===== src/include/tcc_map.vh =====
/*
 register map, field positions, reset values and timing counts of the
 capture-3 and compare-control block. assumes byte-wide register port.
*/
`ifndef TCC_MAP_VH
`define TCC_MAP_VH

// ----------------------------------------------------------------------
// register offsets (low address bits)
// ----------------------------------------------------------------------
`define TCC_ADDR_W          8
`define TCC_OFS_CAP3_CTL    8'h28
`define TCC_OFS_CAP3_B0     8'h2c
`define TCC_OFS_CAP3_B1     8'h2d
`define TCC_OFS_CAP3_B2     8'h2e
`define TCC_OFS_CAP3_B3     8'h2f
`define TCC_OFS_CMP_CTL0    8'h70
`define TCC_OFS_CMP_CTL1    8'h71
`define TCC_OFS_CMP_CTL2    8'h72
`define TCC_OFS_CMP_CTL3    8'h73

// ----------------------------------------------------------------------
// fields
// ----------------------------------------------------------------------
`define TCC_CAP_EDGE_LO     0
`define TCC_CAP_EDGE_HI     1
`define TCC_CAP_NF_BIT      7
`define TCC_CMP_EN_BIT      0
`define TCC_CMP_DBUF_BIT    1
`define TCC_CMP_ACT_LO      4
`define TCC_CMP_ACT_HI      5
`define TCC_CMP_REV_BIT     6

`define TCC_EDGE_NONE       2'h0
`define TCC_EDGE_RISE       2'h1
`define TCC_EDGE_FALL       2'h2
`define TCC_EDGE_BOTH       2'h3

`define TCC_ACT_TOGGLE      2'h0
`define TCC_ACT_SET         2'h1
`define TCC_ACT_CLEAR       2'h2
`define TCC_ACT_NONE        2'h3

// ----------------------------------------------------------------------
// reset values
// ----------------------------------------------------------------------
`define TCC_RST_CAP_CTL     8'h00
`define TCC_RST_CMP_CTL     8'h30
`define TCC_RST_BYTE        8'h00

// ----------------------------------------------------------------------
// filter timing, in system clock periods
// ----------------------------------------------------------------------
`define TCC_NF_OFF_CYC      3'h2
`define TCC_NF_ON_CYC       3'h6
`define TCC_CNT_W           3

`endif


===== src/verilog/tcc_trig_filter.v =====
/*
 trigger pin filter and edge detector for the capture-3 input.
 assumes the pin is already synchronous to core_clk_i.
*/
`timescale 1ns/100ps
`include "tcc_map.vh"

module tcc_trig_filter
(
    input  wire       core_clk_i,
    input  wire       rstn_i,
    input  wire       pin_i,
    input  wire       filter_on_i,
    input  wire [1:0] edge_sel_i,
    output reg        trig_o
);

// ----------------------------------------------------------------------
// level must hold a number of cycles before it is taken
// ----------------------------------------------------------------------
reg                    level_ff;
reg  [`TCC_CNT_W-1:0]  cnt_ff;
wire [`TCC_CNT_W-1:0]  need;
wire                   rise;
wire                   fall;

// filter off: level stable two cycles passes; on: six cycles needed
assign need = filter_on_i ? `TCC_NF_ON_CYC : `TCC_NF_OFF_CYC;

always @(posedge core_clk_i or negedge rstn_i)
begin
    if (!rstn_i)
    begin
        level_ff <= 1'b0;
        cnt_ff   <= {`TCC_CNT_W{1'b0}};
    end
    else if (pin_i == level_ff)
    begin
        cnt_ff <= {`TCC_CNT_W{1'b0}};
    end
    else if (cnt_ff + 3'h1 >= need)
    begin
        level_ff <= pin_i;
        cnt_ff   <= {`TCC_CNT_W{1'b0}};
    end
    else
    begin
        cnt_ff <= cnt_ff + 3'h1;
    end
end

assign rise = (cnt_ff + 3'h1 >= need) && pin_i && !level_ff;
assign fall = (cnt_ff + 3'h1 >= need) && !pin_i && level_ff;

// ----------------------------------------------------------------------
// edge select
// ----------------------------------------------------------------------
always @(posedge core_clk_i or negedge rstn_i)
begin
    if (!rstn_i)
        trig_o <= 1'b0;
    else
    begin
        case (edge_sel_i)
            `TCC_EDGE_NONE: trig_o <= 1'b0;
            `TCC_EDGE_RISE: trig_o <= rise;
            `TCC_EDGE_FALL: trig_o <= fall;
            `TCC_EDGE_BOTH: trig_o <= rise | fall;
            default:        trig_o <= 1'b0;
        endcase
    end
end

endmodule


===== src/verilog/tcc_cap_mem.v =====
/*
 32-bit capture store, four byte lanes, registered byte read.
 assumes the caller blocks the load while a read is in progress.
*/
`timescale 1ns/100ps
`include "tcc_map.vh"

module tcc_cap_mem
#(
    parameter W = 32
)
(
    input  wire         core_clk_i,
    input  wire         load_i,
    input  wire [W-1:0] value_i,
    input  wire [1:0]   sel_i,
    output reg  [7:0]   byte_o
);

// no reset: content is undefined until the first capture
reg [W-1:0] cap_ff;

always @(posedge core_clk_i)
begin
    if (load_i)
        cap_ff <= value_i;
    byte_o <= cap_ff[sel_i*8 +: 8];
end

endmodule


===== src/verilog/tcc_capture3_compare.v =====
/*
 capture-3 value and control, plus compare control for channels 0..3
 with their output flip-flops. assumes byte registers on a plain port,
 a free-running counter and per-channel compare matches from outside.
*/
// The register addresses and the address-and-strobe port were decided locally.
`timescale 1ns/100ps
`include "tcc_map.vh"

// What this block does
// - capture control bits 2..6 read zero
// - capture value: four read-only byte addresses
// - capture value not reset, undefined initially
// - no capture while capture value read
// - action 00 toggle, 01 set, 10 clear
// - compare enable, double buffer, reversal bits
// - edge select none, rise, fall, both
// - filter: off accepts 2 cycles or more, on rejects under 6

module tcc_capture3_compare
#(
    parameter CNT_W = 32,
    parameter NCH   = 4
)
(
    input  wire                   core_clk_i,
    input  wire                   rstn_i,
    input  wire [`TCC_ADDR_W-1:0] addr_i,
    input  wire [7:0]             wdata_i,
    input  wire                   wr_i,
    input  wire                   rd_i,
    output reg  [7:0]             rdata_o,
    input  wire                   capture_three_trigger_pin_i,
    input  wire [CNT_W-1:0]       counter_i,
    input  wire [NCH-1:0]         compare_match_i,
    output reg  [NCH-1:0]         timer_output_flipflop_o,
    output reg  [NCH-1:0]         compare_channel_enable_o,
    output reg  [NCH-1:0]         compare_double_buffer_enable_o
);

// ----------------------------------------------------------------------
// address decode
// ----------------------------------------------------------------------
function is_cap_byte;
    input [`TCC_ADDR_W-1:0] a;
    begin
        is_cap_byte = (a >= `TCC_OFS_CAP3_B0) && (a <= `TCC_OFS_CAP3_B3);
    end
endfunction

function is_cmp;
    input [`TCC_ADDR_W-1:0] a;
    begin
        is_cmp = (a >= `TCC_OFS_CMP_CTL0) && (a <= `TCC_OFS_CMP_CTL3);
    end
endfunction

// ----------------------------------------------------------------------
// capture control
// ----------------------------------------------------------------------
reg  [1:0] capture_three_edge_select_ff;
reg        capture_three_noise_filter_ff;
wire       trig;
wire [7:0] cap_byte;
reg        rd_cap_ff;
reg        rd_other_ff;
reg  [7:0] other_ff;

always @(posedge core_clk_i or negedge rstn_i)
begin
    if (!rstn_i)
    begin
        capture_three_edge_select_ff  <= `TCC_EDGE_NONE;
        capture_three_noise_filter_ff <= 1'b0;
    end
    else if (wr_i && addr_i == `TCC_OFS_CAP3_CTL)
    begin
        capture_three_edge_select_ff  <= wdata_i[`TCC_CAP_EDGE_HI:`TCC_CAP_EDGE_LO];
        capture_three_noise_filter_ff <= wdata_i[`TCC_CAP_NF_BIT];
    end
end

tcc_trig_filter u_filt
(
    .core_clk_i  (core_clk_i),
    .rstn_i      (rstn_i),
    .pin_i       (capture_three_trigger_pin_i),
    .filter_on_i (capture_three_noise_filter_ff),
    .edge_sel_i  (capture_three_edge_select_ff),
    .trig_o      (trig)
);

// a trigger coinciding with a capture-value byte read strobe is dropped, not deferred
tcc_cap_mem #(.W(CNT_W)) u_cap
(
    .core_clk_i (core_clk_i),
    .load_i     (trig && !(rd_i && is_cap_byte(addr_i))),
    .value_i    (counter_i),
    .sel_i      (addr_i[1:0]),
    .byte_o     (cap_byte)
);

// ----------------------------------------------------------------------
// compare control and output flip-flops
// ----------------------------------------------------------------------
reg [1:0]     act_ff [0:NCH-1];
reg [NCH-1:0] rev_ff;
integer       i;

always @(posedge core_clk_i or negedge rstn_i)
begin
    if (!rstn_i)
    begin
        for (i = 0; i < NCH; i = i + 1)
            act_ff[i] <= `TCC_ACT_NONE;
        rev_ff                         <= {NCH{1'b0}};
        compare_channel_enable_o       <= {NCH{1'b0}};
        compare_double_buffer_enable_o <= {NCH{1'b0}};
    end
    else if (wr_i && is_cmp(addr_i))
    begin
        for (i = 0; i < NCH; i = i + 1)
            if (addr_i[1:0] == i[1:0])
            begin
                act_ff[i]                         <= wdata_i[`TCC_CMP_ACT_HI:`TCC_CMP_ACT_LO];
                rev_ff[i]                         <= wdata_i[`TCC_CMP_REV_BIT];
                compare_channel_enable_o[i]       <= wdata_i[`TCC_CMP_EN_BIT];
                compare_double_buffer_enable_o[i] <= wdata_i[`TCC_CMP_DBUF_BIT];
            end
    end
end

always @(posedge core_clk_i or negedge rstn_i)
begin
    if (!rstn_i)
        timer_output_flipflop_o <= {NCH{1'b0}};
    else
    begin
        for (i = 0; i < NCH; i = i + 1)
            if (compare_match_i[i] && compare_channel_enable_o[i] && rev_ff[i])
            begin
                case (act_ff[i])
                    `TCC_ACT_TOGGLE: timer_output_flipflop_o[i] <= ~timer_output_flipflop_o[i];
                    `TCC_ACT_SET:    timer_output_flipflop_o[i] <= 1'b1;
                    `TCC_ACT_CLEAR:  timer_output_flipflop_o[i] <= 1'b0;
                    default:         timer_output_flipflop_o[i] <= timer_output_flipflop_o[i];
                endcase
            end
    end
end

// ----------------------------------------------------------------------
// read path: one cycle latency, unmapped reads return zero
// ----------------------------------------------------------------------
always @(posedge core_clk_i or negedge rstn_i)
begin
    if (!rstn_i)
    begin
        rd_cap_ff   <= 1'b0;
        rd_other_ff <= 1'b0;
        other_ff    <= `TCC_RST_BYTE;
    end
    else
    begin
        rd_cap_ff   <= rd_i && is_cap_byte(addr_i);
        rd_other_ff <= rd_i && !is_cap_byte(addr_i);
        other_ff    <= `TCC_RST_BYTE;
        if (addr_i == `TCC_OFS_CAP3_CTL)
            other_ff <= {capture_three_noise_filter_ff, 5'h00, capture_three_edge_select_ff};
        else if (is_cmp(addr_i))
            other_ff <= {1'b0, rev_ff[addr_i[1:0]], act_ff[addr_i[1:0]], 2'h0,
                         compare_double_buffer_enable_o[addr_i[1:0]], compare_channel_enable_o[addr_i[1:0]]};
    end
end

always @*
begin
    rdata_o = rd_cap_ff ? cap_byte : (rd_other_ff ? other_ff : `TCC_RST_BYTE);
end

endmodule


===== config.mk =====
export PLATFORM = sky130hd
export DESIGN_NAME = tcc_capture3_compare
export DESIGN_NICKNAME = d
export VERILOG_FILES = /design/src/verilog/tcc_trig_filter.v /design/src/verilog/tcc_cap_mem.v /design/src/verilog/tcc_capture3_compare.v
export VERILOG_INCLUDE_DIRS = /design/src /design/src/include
export SDC_FILE = /design/constraint.sdc
export NUM_CORES = 1
export LEC_CHECK = 0
export BUFFER_PORTS_ARGS = -buffer_cell sky130_fd_sc_hd__buf_2
export CAP_MARGIN = 20
export CORE_MARGIN = 4
export CORE_UTILIZATION = 40
export DETAILED_ROUTE_END_ITERATION = 16
export MAX_ROUTING_LAYER = met4
export PLACE_DENSITY = 0.6
export SYNTH_ARGS = -nofsm -noshare
export SYNTH_HDL_FRONTEND = slang
export SYNTH_SLANG_ARGS = --single-unit

===== constraint.sdc =====
create_clock -name core_clk_i -period 2.5 [get_ports core_clk_i]
set_input_delay 0.5 -clock core_clk_i [delete_from_list [all_inputs] [get_ports core_clk_i]]
set_output_delay 0.5 -clock core_clk_i [all_outputs]
set_load 0.01 [all_outputs]

After elaboration in Yosys (flattened, before gate mapping)
Cells that the tools add are included.

cells by class
  add/subtract/negate cells = 1
  order comparisons = 7
  equality and inequality tests = 16
  shifts and indexed selects = 1
  muxes and demuxes = 21
  bitwise gates (word level) = 7
  reductions and logical operators = 42

operators by type and width
  kind                 number
  $shiftx 32x6->8      1
  $mux 8               3
  $logic_and 1x1->1    19
  $reduce_and 2->1     9
  $eq 2x2->1 const B   8
  $eq 2x1->1 const B   6
  $logic_not 2->1      6
  $pmux 1 s3           4
  $reduce_bool 3->1    4
  $mux 3               3
  $eq 8x6->1 const B   1
  $ge 8x6->1 const B   1
  $ge 8x7->1 const B   1
  $le 8x6->1 const B   1
  $le 8x7->1 const B   1
  $mux 7               1
  $bmux 1 s2           3
  $not 1->1            5
  $bmux 2 s2           1
  $logic_not 1->1      4
  $mux 2               2
  $pmux 1 s4           1
  $add 3x1->3 const B  1
  $ge 3x3->1           1
  other kinds (6)      8

storage, ports and cells
  register bits after elaboration = 82

Depth between registers and ports, before layout
Gate-level depths: netlist of run 1.

  depth after elaboration = 6
  depth in mapped cells = 5
  gate-level depth less buffers = 5

Cells and area by module
A second synthesis of run 1 with hierarchy kept.

second synthesis, totals
  cells, all modules = 211
  area, all modules = 3418.3 µm²

by module, submodules not included
  module                times used  cells each  area an instance (µm²)  seq. area each (µm²)
  tcc_capture3_compare  1           139         1844.3                  885.8
  tcc_cap_mem           1           50          1317.5                  1121.1
  tcc_trig_filter       1           22          256.5                   125.1

Worst setup path after synthesis of run 1
No wires, ideal clock.

  kind = input to register
  start = input port addr_i[3]
  end = register u_cap.cap_ff[0], enable pin
  library setup time = 425 ps
  arrival = 2328 ps
  data required time = 2075 ps
  setup slack = -253 ps
  cell stages on the path = 3
  buffers on the path = 0
  cell sequence = nor3b_1 -> and4_2 -> nor2b_1

on the way
  longest elaborated chain between the ends = 5
  elaborated cells on any way between the ends = 6
  those cells by class = 2 x order compare; 4 x reduce/logical

RTL lines
  what                                                       RTL line                   text
  start, declared                                            tcc_capture3_compare.v:28  input wire [`TCC_ADDR_W-1:0] addr_i,
  $ge 8x6->1 (no line) / $le 8x6->1 (equally long branches)  --
  $logic_and 1x1->1 *                                        tcc_capture3_compare.v:47  is_cap_byte = (a >= `TCC_OFS_CAP3_B0) && (a <= `TCC_OFS_CAP3_B3);
  $logic_and 1x1->1 *                                        tcc_capture3_compare.v:97  .load_i (trig && !(rd_i && is_cap_byte(addr_i))),
  $logic_not 1->1 *                                          tcc_capture3_compare.v:97
  $logic_and 1x1->1 *                                        tcc_capture3_compare.v:97
  via u_cap.load_i                                           tcc_cap_mem.v:14           input wire load_i,
  end signal, assigned                                       tcc_cap_mem.v:26           cap_ff <= value_i;
  end, declared                                              tcc_cap_mem.v:21           reg [W-1:0] cap_ff;

The timed path passes the listed nets; every way through them passes the cells marked *.
A chain may end at the register's enable or synchronous reset.

Worst setup path after layout of run 1
  start = register rd_cap_ff
  end = output port rdata_o[0]

on the way
  longest elaborated chain between the ends = 1

RTL lines
  what                    RTL line                    text
  start, declared         tcc_capture3_compare.v:65   reg rd_cap_ff;
  start signal, assigned  tcc_capture3_compare.v:165  rd_cap_ff <= rd_i && is_cap_byte(addr_i);
  $mux 8                  tcc_capture3_compare.v:178  rdata_o = rd_cap_ff ? cap_byte : (rd_other_ff ? other_ff : `TCC_RST_BYTE);
  end, declared           tcc_capture3_compare.v:32   output reg [7:0] rdata_o,

No other way between the ends.

==> metrics.csv, run 1 <==
metric;value;unit
status;complete, no violations;
drtIter0Drc;74;
avgSynthCellArea;16.1;um^2
synthCells;211;
stdcell_count;404;
die_w;100;um
cts_buffers;9;
finalSetupTns;0;ns
startpoint_type;register;
hold_buffers;0;
grt_pass1_vias;2171;
gr-total-overflow;0;
cts.path.max_buffers;2;
ys_ff_latch;80;
clock.fmax;0.474;GHz
cts_resized;0;
postCtsSetupRepairBufs;0;
antenna_found_initial;0;
ios;77;
initial_core_util;0.412;
syn-num-nets;279;
placed_cells;388;
clock_skew;0.00896;ns
drc_errors;0;
antenna_left;0;
endpoint_kind;primary output;
synth_edf_count;32;
io_buffers;74;
dp_hpwl;4920;um
fp.coreArea;8260;um^2
hold_ws;0.275;ns
drive_above_1_share;0.482;
core.rowCount;33;
drv_slew;0;
area_delta_synth_final;20.4;%
synth_flop_cell;edfxtp_1;
grt_usage;0.147;
worst_pin_slew;0.896;ns
fin_util;0.496;
cts.sinks;80;
grt_max_degree;41;
leakagePower;1.79;nW
r2r_slack;0.76;ns
diodes;0;
via_per_inst;5.03;
path_clk_slew;0.09;ns
min_path_type;in -> async;
fillers;784;
dr.pass1.iters;4;
maxCapViolCount;0;
rsz0062_at_grt;false;
wirelength;6620;um
finalPower;2.73;mW
clock_tree.htree_level_count;3;
dieArea;10100;um^2
grt_pass1_wl;10800;um
period_share;0.844;
nets;362;
hold_violations;0;
wire_per_inst;16.4;um
critPathMaxFanout;10;
synthDistinctLibCells;38;
crit_type;reg -> out;
synth-async-reset-ratio;0.500;
syn-cell-area;3400;um^2
arrival;1.61;ns
crit_required;2.00;ns
clock-root-buffer;clkbuf_8;
slew_headroom;0.402;
peakVddDrop;0.299;mV
ys_warn_count;0;
period_needed;2.11;ns
ys_seq_area_frac;0.626;
cts_tree;built;
clock_latency;0.34;ns
vias;2033;
gp_congestion;0.735;
setup_viol;0;
die_h;100;um
power_density;667;nW/um^2
-- synth_stat cells (3+ instances only) --
library cell,n,area [um^2]
dfstp_2,8,210
nor2b_1,10,62.6
ha_1,11,138
inv_1,12,45.0
edfxtp_1,32,961
dfrtp_1,32,801
dfxtp_1,8,160
nor2_1,7,26.3
o21ai_0,6,30.0
o31ai_1,3,22.5
mux4_2,13,293
nand4b_1,5,43.8
mux2_2,24,270
nand2_1,5,18.8
a22o_1,5,43.8
-- state kept, by name (all words and copies together) (netlist names), 2 cells and up --
name / flops
capture_three_edge_select_ff: 2
act_ff: 8
other_ff: 6
rev_ff: 4
timer_output_flipflop_o: 4
u_cap.byte_o: 8
u_cap.cap_ff: 32
u_filt.cnt_ff: 3
compare_double_buffer_enable_o: 4
compare_channel_enable_o: 4
-- routing by layer --
metal	GRT usage	vias to the layer above	wire length (um)
li1	-	957	-
met3	0.0354	7	285
met4	0.0466	0	87
met2	0.246	45	3440
met1	0.176	1024	2800
met5	-	-	0
-- worst paths after layout --
check,end,start,depth (start not counted)
setup / recovery,rdata_o[0],rd_cap_ff,3
hold / removal,u_filt.cnt_ff[0],rstn_i,1
setup reg to reg,u_filt.level_ff,u_filt.cnt_ff[0],5
hold reg to reg,timer_output_flipflop_o[1],timer_output_flipflop_o[1],1
max in group asynchronous,timer_output_flipflop_o[1],rstn_i,1
min in group core_clk_i,u_cap.cap_ff[18],counter_i[18],1
-- power breakdown --
part	internal, mW	total, mW	switching, mW
registers	1.44	1.48	0.0426
clock network	0.462	0.938	0.476
logic	0.158	0.310	0.152
-- cell type report --
class / count / area, um^2 / share of cell area
clock buffers: 9 / 124 / 0.0302
multi-input cells: 114 / 1200 / 0.293
repair buffers: 77 / 393 / 0.0958
well taps: 105 / 131 / 0.0321
flip-flops and latches: 80 / 2130 / 0.520
clock inverters: 7 / 71.3 / 0.0174
inverters: 12 / 45.0 / 0.0110
-- cells by family (layout without fill, tap and decap cells) --
logic type,count (synthesis),in the layout,share of synthesized area
xor gates and xnor gates,2,2,0.00515
DFF,80,80,0.626
and+or+nand+nor,44,44,0.102
AOI/OAI and AO/OA,20,20,0.0393
muxes,37,37,0.165
adders and majority gates,11,11,0.0404
buffers and inverters,17,105,0.0213
-- through the flow --
step / setup WS [ns] / instance area, um^2
2_1_floorplan: 0.352 / 3410
3_3_place_gp: 0.345 / 3900
3_5_place_dp: 0.339 / 3900
4_1_cts: 0.362 / 4100
5_1_grt: 0.295 / 4100
6_report: 0.390 / 4100
-- worst max-delay path, stage by stage, from the launching register on --
cell and delay (ns):
dfrtp_1 0.51, nor2b_1 0.42, a22o_1 0.21, buf_2 0.13
-- placed cells by master, fill, tap and decap left out, types with 7 or more instances in the layout --
cell type / n
buf_2: 74
dfrtp_1: 32
edfxtp_1: 32
mux2_2: 24
mux4_2: 13
inv_1: 12
ha_1: 11
nor2b_1: 9
clkbuf_8: 9
dfstp_2: 8
dfxtp_1: 8
nor2_1: 7
Power figures use the tool's default switching activity.
==> inputs of run 2 (changes only) <==
PLACE_DENSITY = 0.62   (was 0.6)
clock period = 1.9 ns   (was 2.5 ns; I/O delays follow)
==> metrics.csv, run 2 (same netlist as run 1, synthesis figures left out) <==
metric;value;unit
status;complete, no violations;
via_per_inst;4.93;
initial_core_util;0.412;
finalSetupTns;0;ns
period_needed;1.78;ns
stdcell_count;416;
ios;77;
hold_violations;0;
grt_usage;0.148;
crit_required;1.52;ns
nets;374;
startpoint_type;register;
switching_power;0.873;mW
drc_errors;0;
fin_area;4190;um^2
arrival;1.40;ns
seq_area;2130;um^2
cts_tree;built;
cts_resized;0;
die_w;100;um
wire_per_inst;16.0;um
dieArea;10100;um^2
grt_max_degree;41;
dr.pass1.iters;4;
worst_pin_slew;0.884;ns
clock_skew;0.00807;ns
diodes;0;
slew_headroom;0.410;
leakagePower;1.85;nW
clock_latency;0.35;ns
cts.path.max_buffers;2;
drive_above_1_share;0.502;
min_path_type;in -> async;
io_buffers;74;
dpl_cell_area;4000;um^2
gp_congestion;0.756;
combPwrFrac;0.117;
power_density;860;nW/um^2
fp.coreArea;8260;um^2
dp_hpwl;4990;um
placed_cells;400;
clock.fmax;0.562;GHz
die_h;100;um
seq_power_share;0.542;
postCtsSetupRepairBufs;0;
cts_buffers;9;
peakVddDrop;0.379;mV
grt_pass1_vias;2126;
wirelength;6640;um
final_common_cell;buf_2;
multiInputGateArea;1210;um^2
cts.sinks;80;
pwr-share-clk;0.342;
critPathMaxFanout;5;
hold_buffers;0;
largest-register;u_cap.cap_ff;
endpoint_kind;primary output;
drtIter0Drc;37;
fillers;736;
maxCapViolCount;0;
period_share;0.937;
antenna_found_initial;0;
hold_ws;0.0755;ns
vias;2051;
rsz0062_at_grt;false;
internal_power;2.73;mW
area_delta_synth_final;23.2;%
finalPower;3.61;mW
clock-root-buffer;clkbuf_8;
layout_common_cells;74 x buf_2, 32 x dfrtp_1, 32 x edfxtp_1, 24 x mux2_2, 15 x buf_4;
grt_pass1_wl;10800;um
swShare;0.242;
path_clk_slew;0.08;ns
reg_top3;u_cap.cap_ff: 32 flops, act_ff: 8 flops, u_cap.byte_o: 8 flops;
crit_type;reg -> out;
clock_tree.htree_level_count;3;
core.rowCount;33;
largest_register_ff_count;32;
antenna_left;0;
drv_slew;0;
setup_viol;0;
gr-total-overflow;0;
[run 2: changes by cell type in the layout (fill, tap and decap cells not counted)]
cell,previous run,this run
buf_4,3,15
clkbuf_1,0,1
clkinv_1,2,1
clkinv_4,2,1
inv_6,1,2
nor2b_2,1,0
nor2b_4,0,1
[run 2: critical path, stage by stage (launching register included)]
cell and delay [ns]:
dfrtp_1 0.39, nor2b_1 0.35, a22o_1 0.18, buf_2 0.14
[run 2: path summary, 6_finish.rpt]
kind                             startpoint          endpoint  slack, ns  cells past startpoint
setup / recovery                  rd_cap_ff        rdata_o[0]       0.12                      3
setup reg to reg           u_filt.cnt_ff[0]   u_filt.level_ff       0.15                      5
max in group asynchronous            rstn_i         act_ff[5]       1.44                      2
min in group core_clk_i        counter_i[0]   u_cap.cap_ff[0]       0.20                      1
hold / removal                       rstn_i  u_filt.cnt_ff[0]       0.08                      2
hold reg to reg            u_filt.cnt_ff[0]  u_filt.cnt_ff[0]       0.47                      1
[run 2: stage by stage]
step | setup slack [ns] | utilization
after global placement | -0.0601 | 0.484
after global routing | 0.0188 | 0.508
after detailed placement | -0.119 | 0.484
final | 0.120 | 0.508
after floorplan | 0.207 | -
after CTS | 0.0936 | 0.508
[run 2: routing by layer]
layer	vias to the layer above	wire, um	track usage	share of wire
li1	983	-	-	-
met2	43	3410	0.235	0.51
met5	-	0	-	0
met1	1016	2860	0.183	0.43
met4	0	110	0.0684	0.017
met3	9	260	0.0292	0.039
[run 2: cell type report]
type / instances / area share
well taps: 105 / 0.0313
multi-input cells: 114 / 0.288
flip-flops and latches: 80 / 0.508
clock buffers: 10 / 0.0304
repair buffers: 89 / 0.115
clock inverters: 6 / 0.0161
inverters: 12 / 0.0107
[run 2: power groups by stage]
| stage | clock [mW] | sequential [mW] | combinational (mW) |
|---|---|---|---|
| after floorplan | 0 | 1.98 | 0.269 |
| after global placement | 0 | 1.99 | 0.419 |
| after detailed placement | 0 | 1.99 | 0.429 |
| after CTS | 1.27 | 1.96 | 0.430 |
| after global routing | 1.35 | 1.97 | 0.479 |
| final | 1.23 | 1.95 | 0.421 |
